$ cat config.mk
export PLATFORM = sky130hd
export DESIGN_NAME = tgd_timing_gen
export DESIGN_NICKNAME = d
export VERILOG_FILES = /design/src/hdl/tgd_pkg.sv /design/src/hdl/tgd_edge_tick.sv /design/src/hdl/tgd_divider.sv /design/src/hdl/tgd_timing_gen.sv
export VERILOG_INCLUDE_DIRS = /design/src /design/src/hdl
export SDC_FILE = /design/constraint.sdc
export NUM_CORES = 1
export LEC_CHECK = 0
export BUFFER_PORTS_ARGS = -buffer_cell sky130_fd_sc_hd__buf_2
export CORE_MARGIN = 2
export CORE_UTILIZATION = 30
export DETAILED_ROUTE_END_ITERATION = 7
export HOLD_SLACK_MARGIN = 0.15
export SETUP_SLACK_MARGIN = 0.15
export SYNTH_ARGS = -nofsm -noshare
export SYNTH_HDL_FRONTEND = slang
export SYNTH_HIERARCHICAL = 1
export SYNTH_SLANG_ARGS = --single-unit
$ cat constraint.sdc
create_clock -name ref_clk_i -period 5.3 [get_ports ref_clk_i]
set_clock_uncertainty 0.2 [all_clocks]
set_input_delay 0.265 -clock ref_clk_i [delete_from_list [all_inputs] [get_ports ref_clk_i]]
set_output_delay 0.265 -clock ref_clk_i [all_outputs]
set_load 0.05 [all_outputs]
$ cat src/hdl/tgd_regs.svh
`ifndef TGD_REGS_SVH
`define TGD_REGS_SVH
// prescaler and divider geometry
`define TGD_PRE_STAGES 2
`define TGD_DIV_STAGES 21
`define TGD_LOW_STAGES 6
// machine cycle
`define TGD_STATE_LAST 2'h3
`define TGD_MIN_CYCLES 4'h1
`define TGD_MAX_CYCLES 4'hA
// divider taps, 1-based stage numbers
`define TGD_TMR_TAP 3
`define TGD_DVO_TAP 13
`define TGD_TBT_TAP 15
`define TGD_WDT_TAP 18
`define TGD_WARMUP_TAP 16
// reset values
`define TGD_CTRL_RST 4'h0
`endif

$ cat src/hdl/tgd_pkg.sv
package tgd_pkg;
  typedef enum logic [2:0] {
    high_speed_run_single,
    high_speed_run_dual,
    low_speed_run_osc_on,
    low_speed_run_osc_off,
    low_speed_sleep_osc_on,
    low_speed_sleep_osc_off,
    stop_halt,
    stop_warmup
  } tgd_mode_t;

  typedef struct packed {
    logic high_osc_en;
    logic low_osc_en;
    logic core_clock_source_select;
    logic seventh_stage_source_select;
  } tgd_ctrl_t;

  typedef struct packed {
    logic timer_src;
    logic time_base_src;
    logic watchdog_src;
    logic warmup_src;
  } tgd_taps_t;
endpackage

$ cat src/hdl/tgd_edge_tick.sv
`timescale 1ns/10ps
// one-cycle tick on each rising edge of a sampled basic clock
module tgd_edge_tick (
  input  wire logic ref_clk_i,
  input  wire logic rstn_i,
  input  wire logic clk_lvl_i,
  input  wire logic enable_i,
  output logic      tick_o
);
  logic prev;

  always_ff @(posedge ref_clk_i) begin
    if (!rstn_i) begin
      // follow the pin in reset so a running oscillator gives no false edge on release
      prev <= clk_lvl_i;
    end else begin
      prev <= clk_lvl_i;
    end
  end

  assign tick_o = enable_i & clk_lvl_i & ~prev;
endmodule

$ cat src/hdl/tgd_divider.sv
`timescale 1ns/10ps
`include "tgd_regs.svh"
// prescaler plus divider chain; stage 7 input chosen by the caller
module tgd_divider #(
  parameter int PRE    = `TGD_PRE_STAGES,
  parameter int LOW    = `TGD_LOW_STAGES,
  parameter int STAGES = `TGD_DIV_STAGES
) (
  input  wire logic              ref_clk_i,
  input  wire logic              rstn_i,
  input  wire logic              clear_i,
  input  wire logic              fc_tick_i,
  input  wire logic              fs_tick_i,
  input  wire logic              low_run_i,
  input  wire logic              use_fs_i,
  output logic [STAGES-1:0]      stage_o,
  output logic                   s6_carry_o
);
  logic [PRE-1:0]        pre;
  logic [LOW-1:0]        low_q;
  logic [STAGES-LOW-1:0] high_q;
  logic                  pre_carry;
  logic                  s7_in;

  assign pre_carry  = fc_tick_i & low_run_i & (&pre);
  assign s6_carry_o = pre_carry & (&low_q);
  assign s7_in      = use_fs_i ? fs_tick_i : s6_carry_o;
  assign stage_o    = {high_q, low_q};

  always_ff @(posedge ref_clk_i) begin
    if (!rstn_i || clear_i) begin
      pre <= '0;
    end else if (fc_tick_i && low_run_i) begin
      pre <= pre + 1'b1;
    end
  end

  always_ff @(posedge ref_clk_i) begin
    if (!rstn_i || clear_i) begin
      low_q <= '0;
    end else if (pre_carry) begin
      low_q <= low_q + 1'b1;
    end
  end

  always_ff @(posedge ref_clk_i) begin
    if (!rstn_i || clear_i) begin
      high_q <= '0;
    end else if (s7_in) begin
      high_q <= high_q + 1'b1;
    end
  end
endmodule

$ cat src/hdl/tgd_timing_gen.sv
// Contract
// - the generator is a two-stage prescaler feeding a 21-stage divider, plus clock and cycle counters.
// - all prescaler and divider stages clear to zero on reset and on STOP entry and release.
// - the stage 7 input depends on operating mode, core clock select and the stage 7 path select.
// - in low-speed run and sleep modes the low-frequency clock always feeds stage 7.
// - during warm-up after a STOP entered from high-speed run, stage 6 always feeds stage 7.
// - a machine cycle is four states 0 to 3, each one main system clock long.
// - instructions take one to ten machine cycles.
// - instruction execution and peripherals advance on the main system clock tick.
// - divider taps give the divider pulse, time base, watchdog, timer and warm-up sources; the main clock comes from the oscillator ticks.
// - oscillators start and stop and the core clock switches across single, dual and STOP modes.
// - there are two basic clock sources, high and low frequency, each resonator or external clock.
// - in single clock mode the main clock comes from the high-frequency source.
// - in dual clock mode the core clock select moves the core to low frequency and back.
`timescale 1ns/10ps
`include "tgd_regs.svh"
module tgd_timing_gen #(
  parameter int STAGES = `TGD_DIV_STAGES
) (
  input  wire logic              ref_clk_i,
  input  wire logic              rstn_i,
  input  wire logic              high_freq_osc_in_i,
  input  wire logic              low_freq_osc_in_i,
  input  wire tgd_pkg::tgd_ctrl_t ctrl_i,
  input  wire logic              stop_req_i,
  input  wire logic              stop_release_i,
  input  wire logic              sleep_req_i,
  input  wire logic              wake_i,
  input  wire logic              instr_start_i,
  input  wire logic [3:0]        instr_cycles_i,
  output tgd_pkg::tgd_mode_t     mode_o,
  output logic                   high_osc_run_o,
  output logic                   low_osc_run_o,
  output logic                   main_clk_tick_o,
  output logic [1:0]             machine_state_o,
  output logic                   cycle_end_o,
  output logic                   instr_busy_o,
  output logic                   instr_done_o,
  output logic                   divider_pulse_output_o,
  output tgd_pkg::tgd_taps_t     taps_o
);
  tgd_pkg::tgd_ctrl_t ctrl;
  tgd_pkg::tgd_mode_t mode;
  tgd_pkg::tgd_mode_t next_mode;
  tgd_pkg::tgd_mode_t resume;
  logic               from_high;
  logic               hi_on;
  logic               lo_on;
  logic               low_speed;
  logic               use_fs;
  logic               fc_tick;
  logic               fs_tick;
  logic               main_tick;
  logic               div_clear;
  logic               s6_carry;
  logic [STAGES-1:0]  stage;
  logic [1:0]         mstate;
  logic               cyc_end;
  logic [3:0]         left;
  logic               start_ok;

  // configuration held in flops; stage 7 select reads zero after reset
  always_ff @(posedge ref_clk_i) begin
    if (!rstn_i) begin
      ctrl <= `TGD_CTRL_RST;
    end else begin
      ctrl <= ctrl_i;
    end
  end

  assign low_speed = (mode == tgd_pkg::low_speed_run_osc_on) || (mode == tgd_pkg::low_speed_run_osc_off) ||
                     (mode == tgd_pkg::low_speed_sleep_osc_on) || (mode == tgd_pkg::low_speed_sleep_osc_off);

  // oscillator enables per mode
  always_comb begin
    unique case (mode)
      tgd_pkg::high_speed_run_single: begin
        hi_on = 1'b1;
        lo_on = 1'b0;
      end
      tgd_pkg::high_speed_run_dual, tgd_pkg::low_speed_run_osc_on, tgd_pkg::low_speed_sleep_osc_on: begin
        hi_on = 1'b1;
        lo_on = 1'b1;
      end
      tgd_pkg::low_speed_run_osc_off, tgd_pkg::low_speed_sleep_osc_off: begin
        hi_on = 1'b0;
        lo_on = 1'b1;
      end
      tgd_pkg::stop_halt: begin
        hi_on = 1'b0;
        lo_on = 1'b0;
      end
      tgd_pkg::stop_warmup: begin
        hi_on = from_high;
        lo_on = (resume != tgd_pkg::high_speed_run_single);
      end
    endcase
  end

  tgd_edge_tick u_fc_tick (
    .ref_clk_i (ref_clk_i),
    .rstn_i    (rstn_i),
    .clk_lvl_i (high_freq_osc_in_i),
    .enable_i  (hi_on),
    .tick_o    (fc_tick)
  );

  tgd_edge_tick u_fs_tick (
    .ref_clk_i (ref_clk_i),
    .rstn_i    (rstn_i),
    .clk_lvl_i (low_freq_osc_in_i),
    .enable_i  (lo_on),
    .tick_o    (fs_tick)
  );

  // stage 7 source
  always_comb begin
    if (low_speed) begin
      use_fs = 1'b1;
    end else if (mode == tgd_pkg::stop_warmup) begin
      use_fs = ~from_high;
    end else begin
      use_fs = ctrl.seventh_stage_source_select;
    end
  end

  // mode sequencing
  always_comb begin
    next_mode = mode;
    unique case (mode)
      tgd_pkg::high_speed_run_single: begin
        if (stop_req_i) begin
          next_mode = tgd_pkg::stop_halt;
        end else if (ctrl.low_osc_en) begin
          next_mode = tgd_pkg::high_speed_run_dual;
        end
      end
      tgd_pkg::high_speed_run_dual: begin
        if (stop_req_i) begin
          next_mode = tgd_pkg::stop_halt;
        end else if (!ctrl.low_osc_en) begin
          next_mode = tgd_pkg::high_speed_run_single;
        end else if (ctrl.core_clock_source_select) begin
          next_mode = tgd_pkg::low_speed_run_osc_on;
        end
      end
      tgd_pkg::low_speed_run_osc_on: begin
        if (stop_req_i) begin
          next_mode = tgd_pkg::stop_halt;
        end else if (!ctrl.core_clock_source_select) begin
          next_mode = tgd_pkg::high_speed_run_dual;
        end else if (sleep_req_i) begin
          next_mode = tgd_pkg::low_speed_sleep_osc_on;
        end else if (!ctrl.high_osc_en) begin
          next_mode = tgd_pkg::low_speed_run_osc_off;
        end
      end
      tgd_pkg::low_speed_run_osc_off: begin
        if (stop_req_i) begin
          next_mode = tgd_pkg::stop_halt;
        end else if (sleep_req_i) begin
          next_mode = tgd_pkg::low_speed_sleep_osc_off;
        end else if (ctrl.high_osc_en) begin
          next_mode = tgd_pkg::low_speed_run_osc_on;
        end
      end
      tgd_pkg::low_speed_sleep_osc_on: begin
        if (wake_i) begin
          next_mode = tgd_pkg::low_speed_run_osc_on;
        end
      end
      tgd_pkg::low_speed_sleep_osc_off: begin
        if (wake_i) begin
          next_mode = tgd_pkg::low_speed_run_osc_off;
        end
      end
      tgd_pkg::stop_halt: begin
        if (stop_release_i) begin
          next_mode = tgd_pkg::stop_warmup;
        end
      end
      tgd_pkg::stop_warmup: begin
        if (stage[`TGD_WARMUP_TAP-1]) begin
          next_mode = resume;
        end
      end
    endcase
  end

  assign div_clear = (next_mode == tgd_pkg::stop_halt && mode != tgd_pkg::stop_halt) ||
                     (mode == tgd_pkg::stop_halt && stop_release_i);

  always_ff @(posedge ref_clk_i) begin
    if (!rstn_i) begin
      mode <= tgd_pkg::high_speed_run_single;
    end else begin
      mode <= next_mode;
    end
  end

  // remember where STOP was entered from
  always_ff @(posedge ref_clk_i) begin
    if (!rstn_i) begin
      resume    <= tgd_pkg::high_speed_run_single;
      from_high <= 1'b1;
    end else if (next_mode == tgd_pkg::stop_halt && mode != tgd_pkg::stop_halt) begin
      resume    <= mode;
      from_high <= ~low_speed;
    end
  end

  tgd_divider #(
    .STAGES (STAGES)
  ) u_div (
    .ref_clk_i  (ref_clk_i),
    .rstn_i     (rstn_i),
    .clear_i    (div_clear),
    .fc_tick_i  (fc_tick),
    .fs_tick_i  (fs_tick),
    .low_run_i  (hi_on),
    .use_fs_i   (use_fs),
    .stage_o    (stage),
    .s6_carry_o (s6_carry)
  );

  // main system clock
  assign main_tick = (mode == tgd_pkg::high_speed_run_single || mode == tgd_pkg::high_speed_run_dual) ?
                     fc_tick : (low_speed ? fs_tick : 1'b0);
  assign cyc_end   = main_tick && (mstate == `TGD_STATE_LAST);

  always_ff @(posedge ref_clk_i) begin
    if (!rstn_i) begin
      mstate <= 2'h0;
    end else if (main_tick) begin
      mstate <= mstate + 1'b1;
    end
  end

  // instruction length, taken only when idle and in range
  assign start_ok = instr_start_i && !instr_busy_o &&
                    (instr_cycles_i >= `TGD_MIN_CYCLES) && (instr_cycles_i <= `TGD_MAX_CYCLES);

  always_ff @(posedge ref_clk_i) begin
    if (!rstn_i) begin
      left         <= 4'h0;
      instr_busy_o <= 1'b0;
      instr_done_o <= 1'b0;
    end else begin
      instr_done_o <= 1'b0;
      if (start_ok) begin
        left         <= instr_cycles_i;
        instr_busy_o <= 1'b1;
      end else if (instr_busy_o && cyc_end) begin
        left <= left - 1'b1;
        if (left == 4'h1) begin
          instr_busy_o <= 1'b0;
          instr_done_o <= 1'b1;
        end
      end
    end
  end

  // registered outputs
  always_ff @(posedge ref_clk_i) begin
    if (!rstn_i) begin
      mode_o                 <= tgd_pkg::high_speed_run_single;
      high_osc_run_o         <= 1'b0;
      low_osc_run_o          <= 1'b0;
      main_clk_tick_o        <= 1'b0;
      machine_state_o        <= 2'h0;
      cycle_end_o            <= 1'b0;
      divider_pulse_output_o <= 1'b0;
      taps_o                 <= '0;
    end else begin
      mode_o                 <= mode;
      high_osc_run_o         <= hi_on;
      low_osc_run_o          <= lo_on;
      main_clk_tick_o        <= main_tick;
      machine_state_o        <= mstate;
      cycle_end_o            <= cyc_end;
      divider_pulse_output_o <= stage[`TGD_DVO_TAP-1];
      taps_o.timer_src       <= stage[`TGD_TMR_TAP-1];
      taps_o.time_base_src   <= stage[`TGD_TBT_TAP-1];
      taps_o.watchdog_src    <= stage[`TGD_WDT_TAP-1];
      taps_o.warmup_src      <= stage[`TGD_WARMUP_TAP-1];
    end
  end

  // checks
  logic [3:0] len_q;
  logic [3:0] ends_cnt;

  always_ff @(posedge ref_clk_i) begin
    if (!rstn_i) begin
      len_q    <= 4'h0;
      ends_cnt <= 4'h0;
    end else if (start_ok) begin
      len_q    <= instr_cycles_i;
      ends_cnt <= 4'h0;
    end else if (instr_busy_o && cyc_end) begin
      ends_cnt <= ends_cnt + 1'b1;
    end
  end
endmodule

==> results of run 1 <==
## stage by stage
step / utilization, % / instance area (um2) / worst slack (ns) / hold slack (ns)
floorplan: - / 2600 / 2.73 / 0.0927
global placement: 34.0 / 2820 / 2.08 / 0.181
detailed placement: 34.0 / 2820 / 2.05 / 0.186
CTS: 36.4 / 3020 / 2.05 / 0.233
global route: 36.4 / 3020 / 1.73 / 0.286
finish: 36.4 / 3020 / 2.03 / 0.235
## state kept, by name, summed over array words and instances (netlist names), 2 cells and up
name             flops
resume               3
left                 4
machine_state_o      2
ctrl                 4
u_div/low_q          6
u_div/high_q        12
taps_o               4
mstate               2
u_div/pre            2
mode_o               3
mode                 3
## power by group through the flow
stage	logic (uW)	clock network (uW)	registers, uW
2_1_floorplan	159	0	492
3_3_place_gp	206	0	483
3_5_place_dp	210	0	484
4_1_cts	216	254	474
5_1_grt	237	273	480
6_report	214	243	475
## area by class of cell
class / instances / area, um2 / area share, %
clock inverter: 2 / 16.3 / 0.539
timing repair buffer: 42 / 260 / 8.62
clock buffer: 6 / 82.6 / 2.73
multi-input combinational: 210 / 1400 / 46.3
tap: 105 / 131 / 4.35
sequential: 55 / 1100 / 36.5
inverter: 8 / 30.0 / 0.994
## cells in the final DEF (no fill, tap or decap), types with 3 or more instances in the layout
cell           count
dfxtp_1           55
nand2_1           32
buf_2             32
nor2_1            23
a21oi_1           20
and2_1            15
o21ai_0           11
mux2i_1           11
nand4_1           10
dlygate4sd3_1     10
inv_1              8
nand3_1            7
xor2_1             6
nand2b_1           6
ha_1               6
clkbuf_8           6
nor3_1             5
nand3b_1           4
xnor2_1            4
o221ai_1           3
a2111o_1           3
## worst min-delay path by stage
stage                                  start        endpoint  slack, ns  cells after the start
after floorplan           high_freq_osc_in_i  u_fc_tick/prev       0.09                      0
after global placement    high_freq_osc_in_i  u_fc_tick/prev       0.18                      1
after detailed placement  high_freq_osc_in_i  u_fc_tick/prev       0.19                      1
after CTS                             rstn_i       resume[1]       0.23                      3
after global routing              stop_req_i         mode[2]       0.29                      4
final                                 rstn_i       resume[1]       0.23                      3
## per-layer routing
| layer | up-vias | track usage, % | wire (um) |
|---|---|---|---|
| met5 | - | 0 | 0 |
| met4 | 0 | 3.14 | 34 |
| met3 | 2 | 2.88 | 132 |
| met2 | 22 | 17.1 | 2330 |
| met1 | 998 | 14.0 | 2580 |
| li1 | 1087 | - | - |
## worst max-delay path, cell delays in order, from the launching register on
cell     delay, ns
dfxtp_1       0.53
and2_2        0.32
o21ai_0       0.68
and3b_1       0.44
mux2i_1       0.13
o21ai_2       0.33
and3_1        0.28
o22ai_1       0.10
o22ai_1       0.16
==> run metrics, run 1 <==
crit share post-route=61.6%; worst-skew pair later-pin latency=0.30 ns; I/O pins=33; Reg2Reg Depth=8; CTS Hold Bufs=10; Rows=33; P&R area growth vs syn=16.2%; DR vias=2109; antenna fix cells=0; Setup TNS Final=0 ns; capture point of the worst reg-to-reg path=left[1]; Iter 0 DRT Violations=115; total grt overflow=0; first-pass GRT wire length=8510 um; switching share of total power=32.1%; vias in the first global route=1916; die boundary height=97.1 um; Cell Area, Synth=2600 um2; combinational power share=23.0%; core region area=8300 um2; Nets=345; total routed wirelength=5080 um; Die Wd=97.1 um; crit path launch=mode[1]; Clock power frac=26.1%; Critical Path Start Type=flop; Net Count, Synth=310; VDD IR max=0.000138 V; Worst Path Class, Setup=flop to flop; MaxCap Viol Count=0; CTS resizes=0; Inst Count DP=410; TritonCTS clock tree=done; Critical Path End=left[1]; vias per cell=4.93; RSZ-0062 raised after global routing=no; Post-Syn Instances=287; Initial Utilization=31.3%; Setup violations, final=0; Least-Margin Pin Slew=0.863 ns; Mean Syn Cell Area=9.05 um2; initial antenna violation count=0; CP required=5.33 ns; Setup crit end kind=flop; clock sinks=55; full die area=9420 um2; status=complete, no violations; detailed-router iteration count before antenna repair=4; Slew Limit Fails=0; reg2reg start=mode[1]; min cycle time layout=3.27 ns; gr usage total=10.6%; Pleak=0.00118 uW; clock slew at reported path FFs=0.10 ns; internal power=633 uW; P_sw=299 uW; final instance count without filler cells=428; Synth Warn #=6; pwr dens=309 nW/um2; total power=932 uW; r2r setup slk=2.03 ns; postcts setup bufs=0; clock buffer depth=2; drt drc=0; min-delay worst type=input pin to flop; f_max=306 MHz; CTS H-Tree Depth=2; largest net degree at the start of global routing=31; CP max FO=19; CTS root buf=clkbuf_8; Port-buffer cells=32; GP Congestion=0.808; Worst EP arrival=3.29 ns; WL/cell=11.9 um; slew margin rel.=41.9%; DP HPWL=3580 um; CTS Buf Count=5; Flop pwr share=50.9%; share of cells above drive strength 1=17.6%; Antenna Nets Post-Route=0; Fin. Hold Viols=0; Filler cells=842
Power figures use the tool's default switching activity.
==> run 2: changes to the inputs <==
Clock period 5.3 ns to 3.05 ns, I/O delays scaled along.
==> run 2 against run 1 <==
Final cell count grew 3.0%; clock-buffer cell count grew 1; sequential share of layout area shrank 1.1 points; critical path type unchanged.
==> run metrics, run 2 (same netlist as run 1, synthesis figures left out) <==
pre-CTS setup slack=0.256 ns; full die area=9420 um2; clock buffer depth=2; clock sinks=55; vias in the first global route=1923; CP max FO=10; Nets=358; reg2reg start=mode[1]; first-pass GRT wire length=8740 um; most common cell after layout, fill and taps aside=dfxtp_1; final hold slack=0.158 ns; slew margin rel.=66.5%; CTS H-Tree Depth=2; initial antenna violation count=0; min cycle time layout=2.66 ns; Pleak=0.00123 uW; largest net degree at the start of global routing=31; P_sw=519 uW; Setup crit end kind=flop; internal power=1110 uW; crit path launch=mode[1]; crit path max-delay cell type=dfxtp_1; Flop pwr share=50.4%; Fin. Hold Viols=0; Antenna Nets Post-Route=0; antenna fix cells=0; share of cells above drive strength 1=18.8%; CTS root buf=clkbuf_8; leading registers by flop count=u_div/high_q (12), u_div/low_q (6); die boundary height=97.1 um; postcts setup bufs=0; Slew Limit Fails=0; cells along the critical path=buf_4, a211oi_1, o32a_4, nor4_4, a21o_1, nand2b_1, nor2_1, a31o_2; Port-buffer cells=32; status=complete, no violations; max reg flops=12; CP max stage delay=0.54 ns; combinational power share=25.5%; Setup violations, final=0; MaxCap Viol Count=0; clock slew at reported path FFs=0.10 ns; CP required=3.06 ns; DR vias=2111; Rows=33; P&R area growth vs syn=20.1%; core region area=8300 um2; switching share of total power=31.9%; Die Wd=97.1 um; drt drc=0; min-delay worst type=input pin to flop; TritonCTS clock tree=done; GP Congestion=0.827; Initial Utilization=31.3%; gr usage total=10.9%; Worst Path Class, Setup=flop to flop; Most flops, register=u_div/high_q; total routed wirelength=5140 um; RSZ-0062 raised after global routing=no; DP HPWL=3630 um; Worst EP arrival=2.67 ns; origin of the worst min-delay path=wake_i; Clock power frac=24.1%; Setup TNS Final=0 ns; VDD IR max=0.000258 V; Finished Core Util=37.6%; crit share post-route=87.2%; pwr dens=521 nW/um2; Filler cells=847; Critical Path Start Type=flop; vias per cell=4.79; Least-Margin Pin Slew=0.499 ns; detailed-router iteration count before antenna repair=4; worst-skew pair later-pin latency=0.30 ns; WL/cell=11.7 um; CTS Buf Count=5; highest-count cells in the layout ignoring fill and taps=53 x dfxtp_1, 32 x nand2_1, 32 x buf_2; total grt overflow=0; I/O pins=33; worst setup margin=0.390 ns; f_max=376 MHz; Iter 0 DRT Violations=70
[run 2: per-stage QoR]
stage          std cells  cell area, um2  total power (uW)
3_5_place_dp         416            2870              1230
2_1_floorplan        287            2600              1130
4_1_cts              441            3120              1640
6_report             441            3120              1630
3_3_place_gp         416            2870              1230
5_1_grt              441            3120              1720
[run 2: worst paths after layout]
check	to	slack, ns	depth (start not counted)
setup / recovery	u_div/high_q[2]	0.39	8
hold / removal	mode[1]	0.16	5
hold reg to reg	u_div/high_q[11]	0.27	2
setup reg to reg	u_div/high_q[2]	0.39	8
[run 2: routing by layer]
layer	vias to the layer above	GRT usage, %	wire length [um]
met1	953	14.9	2560
met2	42	17.3	2310
met5	-	0	0
met3	6	2.66	216
li1	1110	-	-
met4	0	3.14	63
[run 2: power by group through the flow]
| stage | Combinational (uW) | Sequential, uW | Clock, uW |
|---|---|---|---|
| final | 415 | 819 | 392 |
| after global routing | 453 | 830 | 437 |
| after CTS | 417 | 819 | 408 |
| after detailed placement | 398 | 835 | 0 |
| after global placement | 393 | 833 | 0 |
| after floorplan | 276 | 855 | 0 |
[run 2: critical path, delay by kind of cell, from the launching register on]
| family | cells | cell delay (ns) |
|---|---|---|
| flops | 1 | 0.54 |
| simple gates | 3 | 0.74 |
| compound gates | 4 | 0.86 |
| buf+inv | 1 | 0.24 |
[run 2: repair_timing]
| item | CTS | global route |
|---|---|---|
| hold buffers | 17 | 0 |
| hold endpoints to repair | 18 | 0 |
| resized for setup | 0 | 2 |
| endpoints found under the setup margin | 0 | 18 |
[run 2: cell type report]
cell class              count  area [um2]  share of cell area (%)
multi-input cells         210        1400                    44.8
flip-flops and latches     55        1100                    35.4
repair buffers             55         375                    12.0
well taps                 105         131                    4.21
clock buffers               7        76.3                    2.45
inverters                   8        30.0                   0.962
clock inverters             1        5.00                   0.160
==> run 3: changes to the inputs <==
Settings changed: CORE_UTILIZATION 30 to 40, CTS_CLUSTER_DIAMETER set to 30.
==> run 3 against run 2 <==
Hold slack gained 0.032 ns; register-to-register slack gained 0.03 ns; highest routed layer unchanged; sequential power is essentially flat; clock power grew 26%.
==> run metrics, run 3 (same netlist as run 1, synthesis figures left out) <==
vias per cell=5.23; P&R area growth vs syn=19.7%; CP max FO=18; Pleak=0.00125 uW; first-pass GRT wire length=9030 um; postcts setup bufs=0; GP Congestion=0.774; Least-Margin Pin Slew=0.582 ns; MaxCap Viol Count=0; Setup violations, final=0; core region area=6310 um2; Antenna Nets Post-Route=0; WL/cell=12.6 um; DP HPWL=3610 um; Setup TNS Final=0 ns; max reg flops=12; clock buffer depth=2; pwr dens=558 nW/um2; highest-count cells in the layout ignoring fill and taps=54 x dfxtp_1, 32 x nand2_1, 32 x buf_2; I/O pins=33; CTS H-Tree Depth=2; antenna fix cells=0; reg2reg start=mode[0]; gr usage total=15.3%; origin of the worst min-delay path=wake_i; most common cell after layout, fill and taps aside=dfxtp_1; Most flops, register=u_div/high_q; CTS Buf Count=5; Setup crit end kind=flop; CP required=3.08 ns; r2r setup slk=0.42 ns; vias in the first global route=2001; initial antenna violation count=0; Filler cells=611; total grt overflow=0; share of cells above drive strength 1=19.1%; TritonCTS clock tree=done; die boundary height=84.6 um; clock slew at reported path FFs=0.10 ns; Critical Path Start Type=flop; Multi-input gate area=1400 um2; capture point of the worst reg-to-reg path=u_div/high_q[8]; Slew Limit Fails=0; leading registers by flop count=u_div/high_q (12), u_div/low_q (6); Initial Utilization=41.2%; VDD IR max=0.000281 V; worst-skew pair later-pin latency=0.30 ns; Fin. Hold Viols=0; RSZ-0062 raised after global routing=no; detailed-router iteration count before antenna repair=4; f_max=380 MHz; status=complete, no violations; Worst Path Class, Setup=flop to flop; Worst Hold Path EP=mode[1]; DR vias=2153; total power=1740 uW; worst hold stages=5; drt drc=0; largest net degree at the start of global routing=31; min-delay worst type=input pin to flop; Seq. cell area=1100 um2; Rows=29; Finished Core Util=49.3%; slew margin rel.=61.1%; Reg2Reg Depth=8; min cycle time layout=2.63 ns; worst setup margin=0.420 ns; Die Wd=84.6 um; CTS root buf=clkbuf_8; Port-buffer cells=32; Worst EP arrival=2.66 ns; Iter 0 DRT Violations=120; pre-CTS setup slack=0.339 ns; crit share post-route=86.2%; Nets=357; clock sinks=55; full die area=7160 um2; total routed wirelength=5180 um
-- run 3: cell count changes in the layout (fill, tap and decap cells not counted) --
cell / before / now
dlygate4sd3_1: 17 / 16
dfxtp_1: 53 / 54
bufinv_16: 0 / 1
clkbuf_8: 5 / 6
clkbuf_1: 2 / 0
dfxtp_2: 2 / 1
-- run 3: worst max-delay path, cell delays in order (launching register included) --
cell,delay [ns]
dfxtp_1,0.51
or4b_1,0.58
a21oi_1,0.14
nand4b_2,0.17
nor4_4,0.06
a21o_1,0.17
nand2b_1,0.25
a2111o_1,0.40
o21ai_0,0.07
-- run 3: power by group --
part	leakage, uW	switching (uW)	internal [uW]	total (uW)
Sequential	0.000449	55.8	766	822
Clock	0.0000612	229	266	495
Combinational	0.000736	235	184	418
Total	0.00125	520	1220	1740
-- run 3: final cells by class --
class	count	area share, %
multi-input cells	210	45.0
flip-flops and latches	55	35.4
repair buffers	54	11.7
well taps	77	3.10
clock buffers	6	2.65
clock inverters	2	1.13
inverters	8	0.965
-- run 3: routing by layer --
| metal | track usage, % | vias up | part of all wire [%] |
|---|---|---|---|
| li1 | - | 1112 | - |
| met1 | 20.8 | 1002 | 51 |
| met2 | 24.8 | 37 | 46 |
| met3 | 2.16 | 2 | 2.8 |
| met4 | 5.19 | 0 | 0.66 |
| met5 | 0 | - | 0 |
-- run 3: how the worst max path moves through the flow --
stage	startpoint	end	cells past startpoint
after floorplan	mode[1]	left[1]	11
after global placement	mode[2]	left[0]	9
after detailed placement	mode[2]	left[0]	9
after CTS	mode[2]	left[0]	9
after global routing	mode[0]	u_div/high_q[8]	5
final	mode[0]	u_div/high_q[8]	8
-- run 3: timing repair --
action,CTS,global route
gates resized for setup,0,1
setup endpoints to repair,0,7
hold buffers,16,0
endpoints found under the hold margin,15,0
-- run 3: per-stage QoR --
stage / instance area [um2] / instances / hold WS, ns
after floorplan: 2600 / 287 / -0.0198
after global placement: 2830 / 388 / 0.0795
after detailed placement: 2830 / 388 / 0.0780
after CTS: 3110 / 412 / 0.194
after global routing: 3110 / 412 / 0.208
final: 3110 / 412 / 0.189
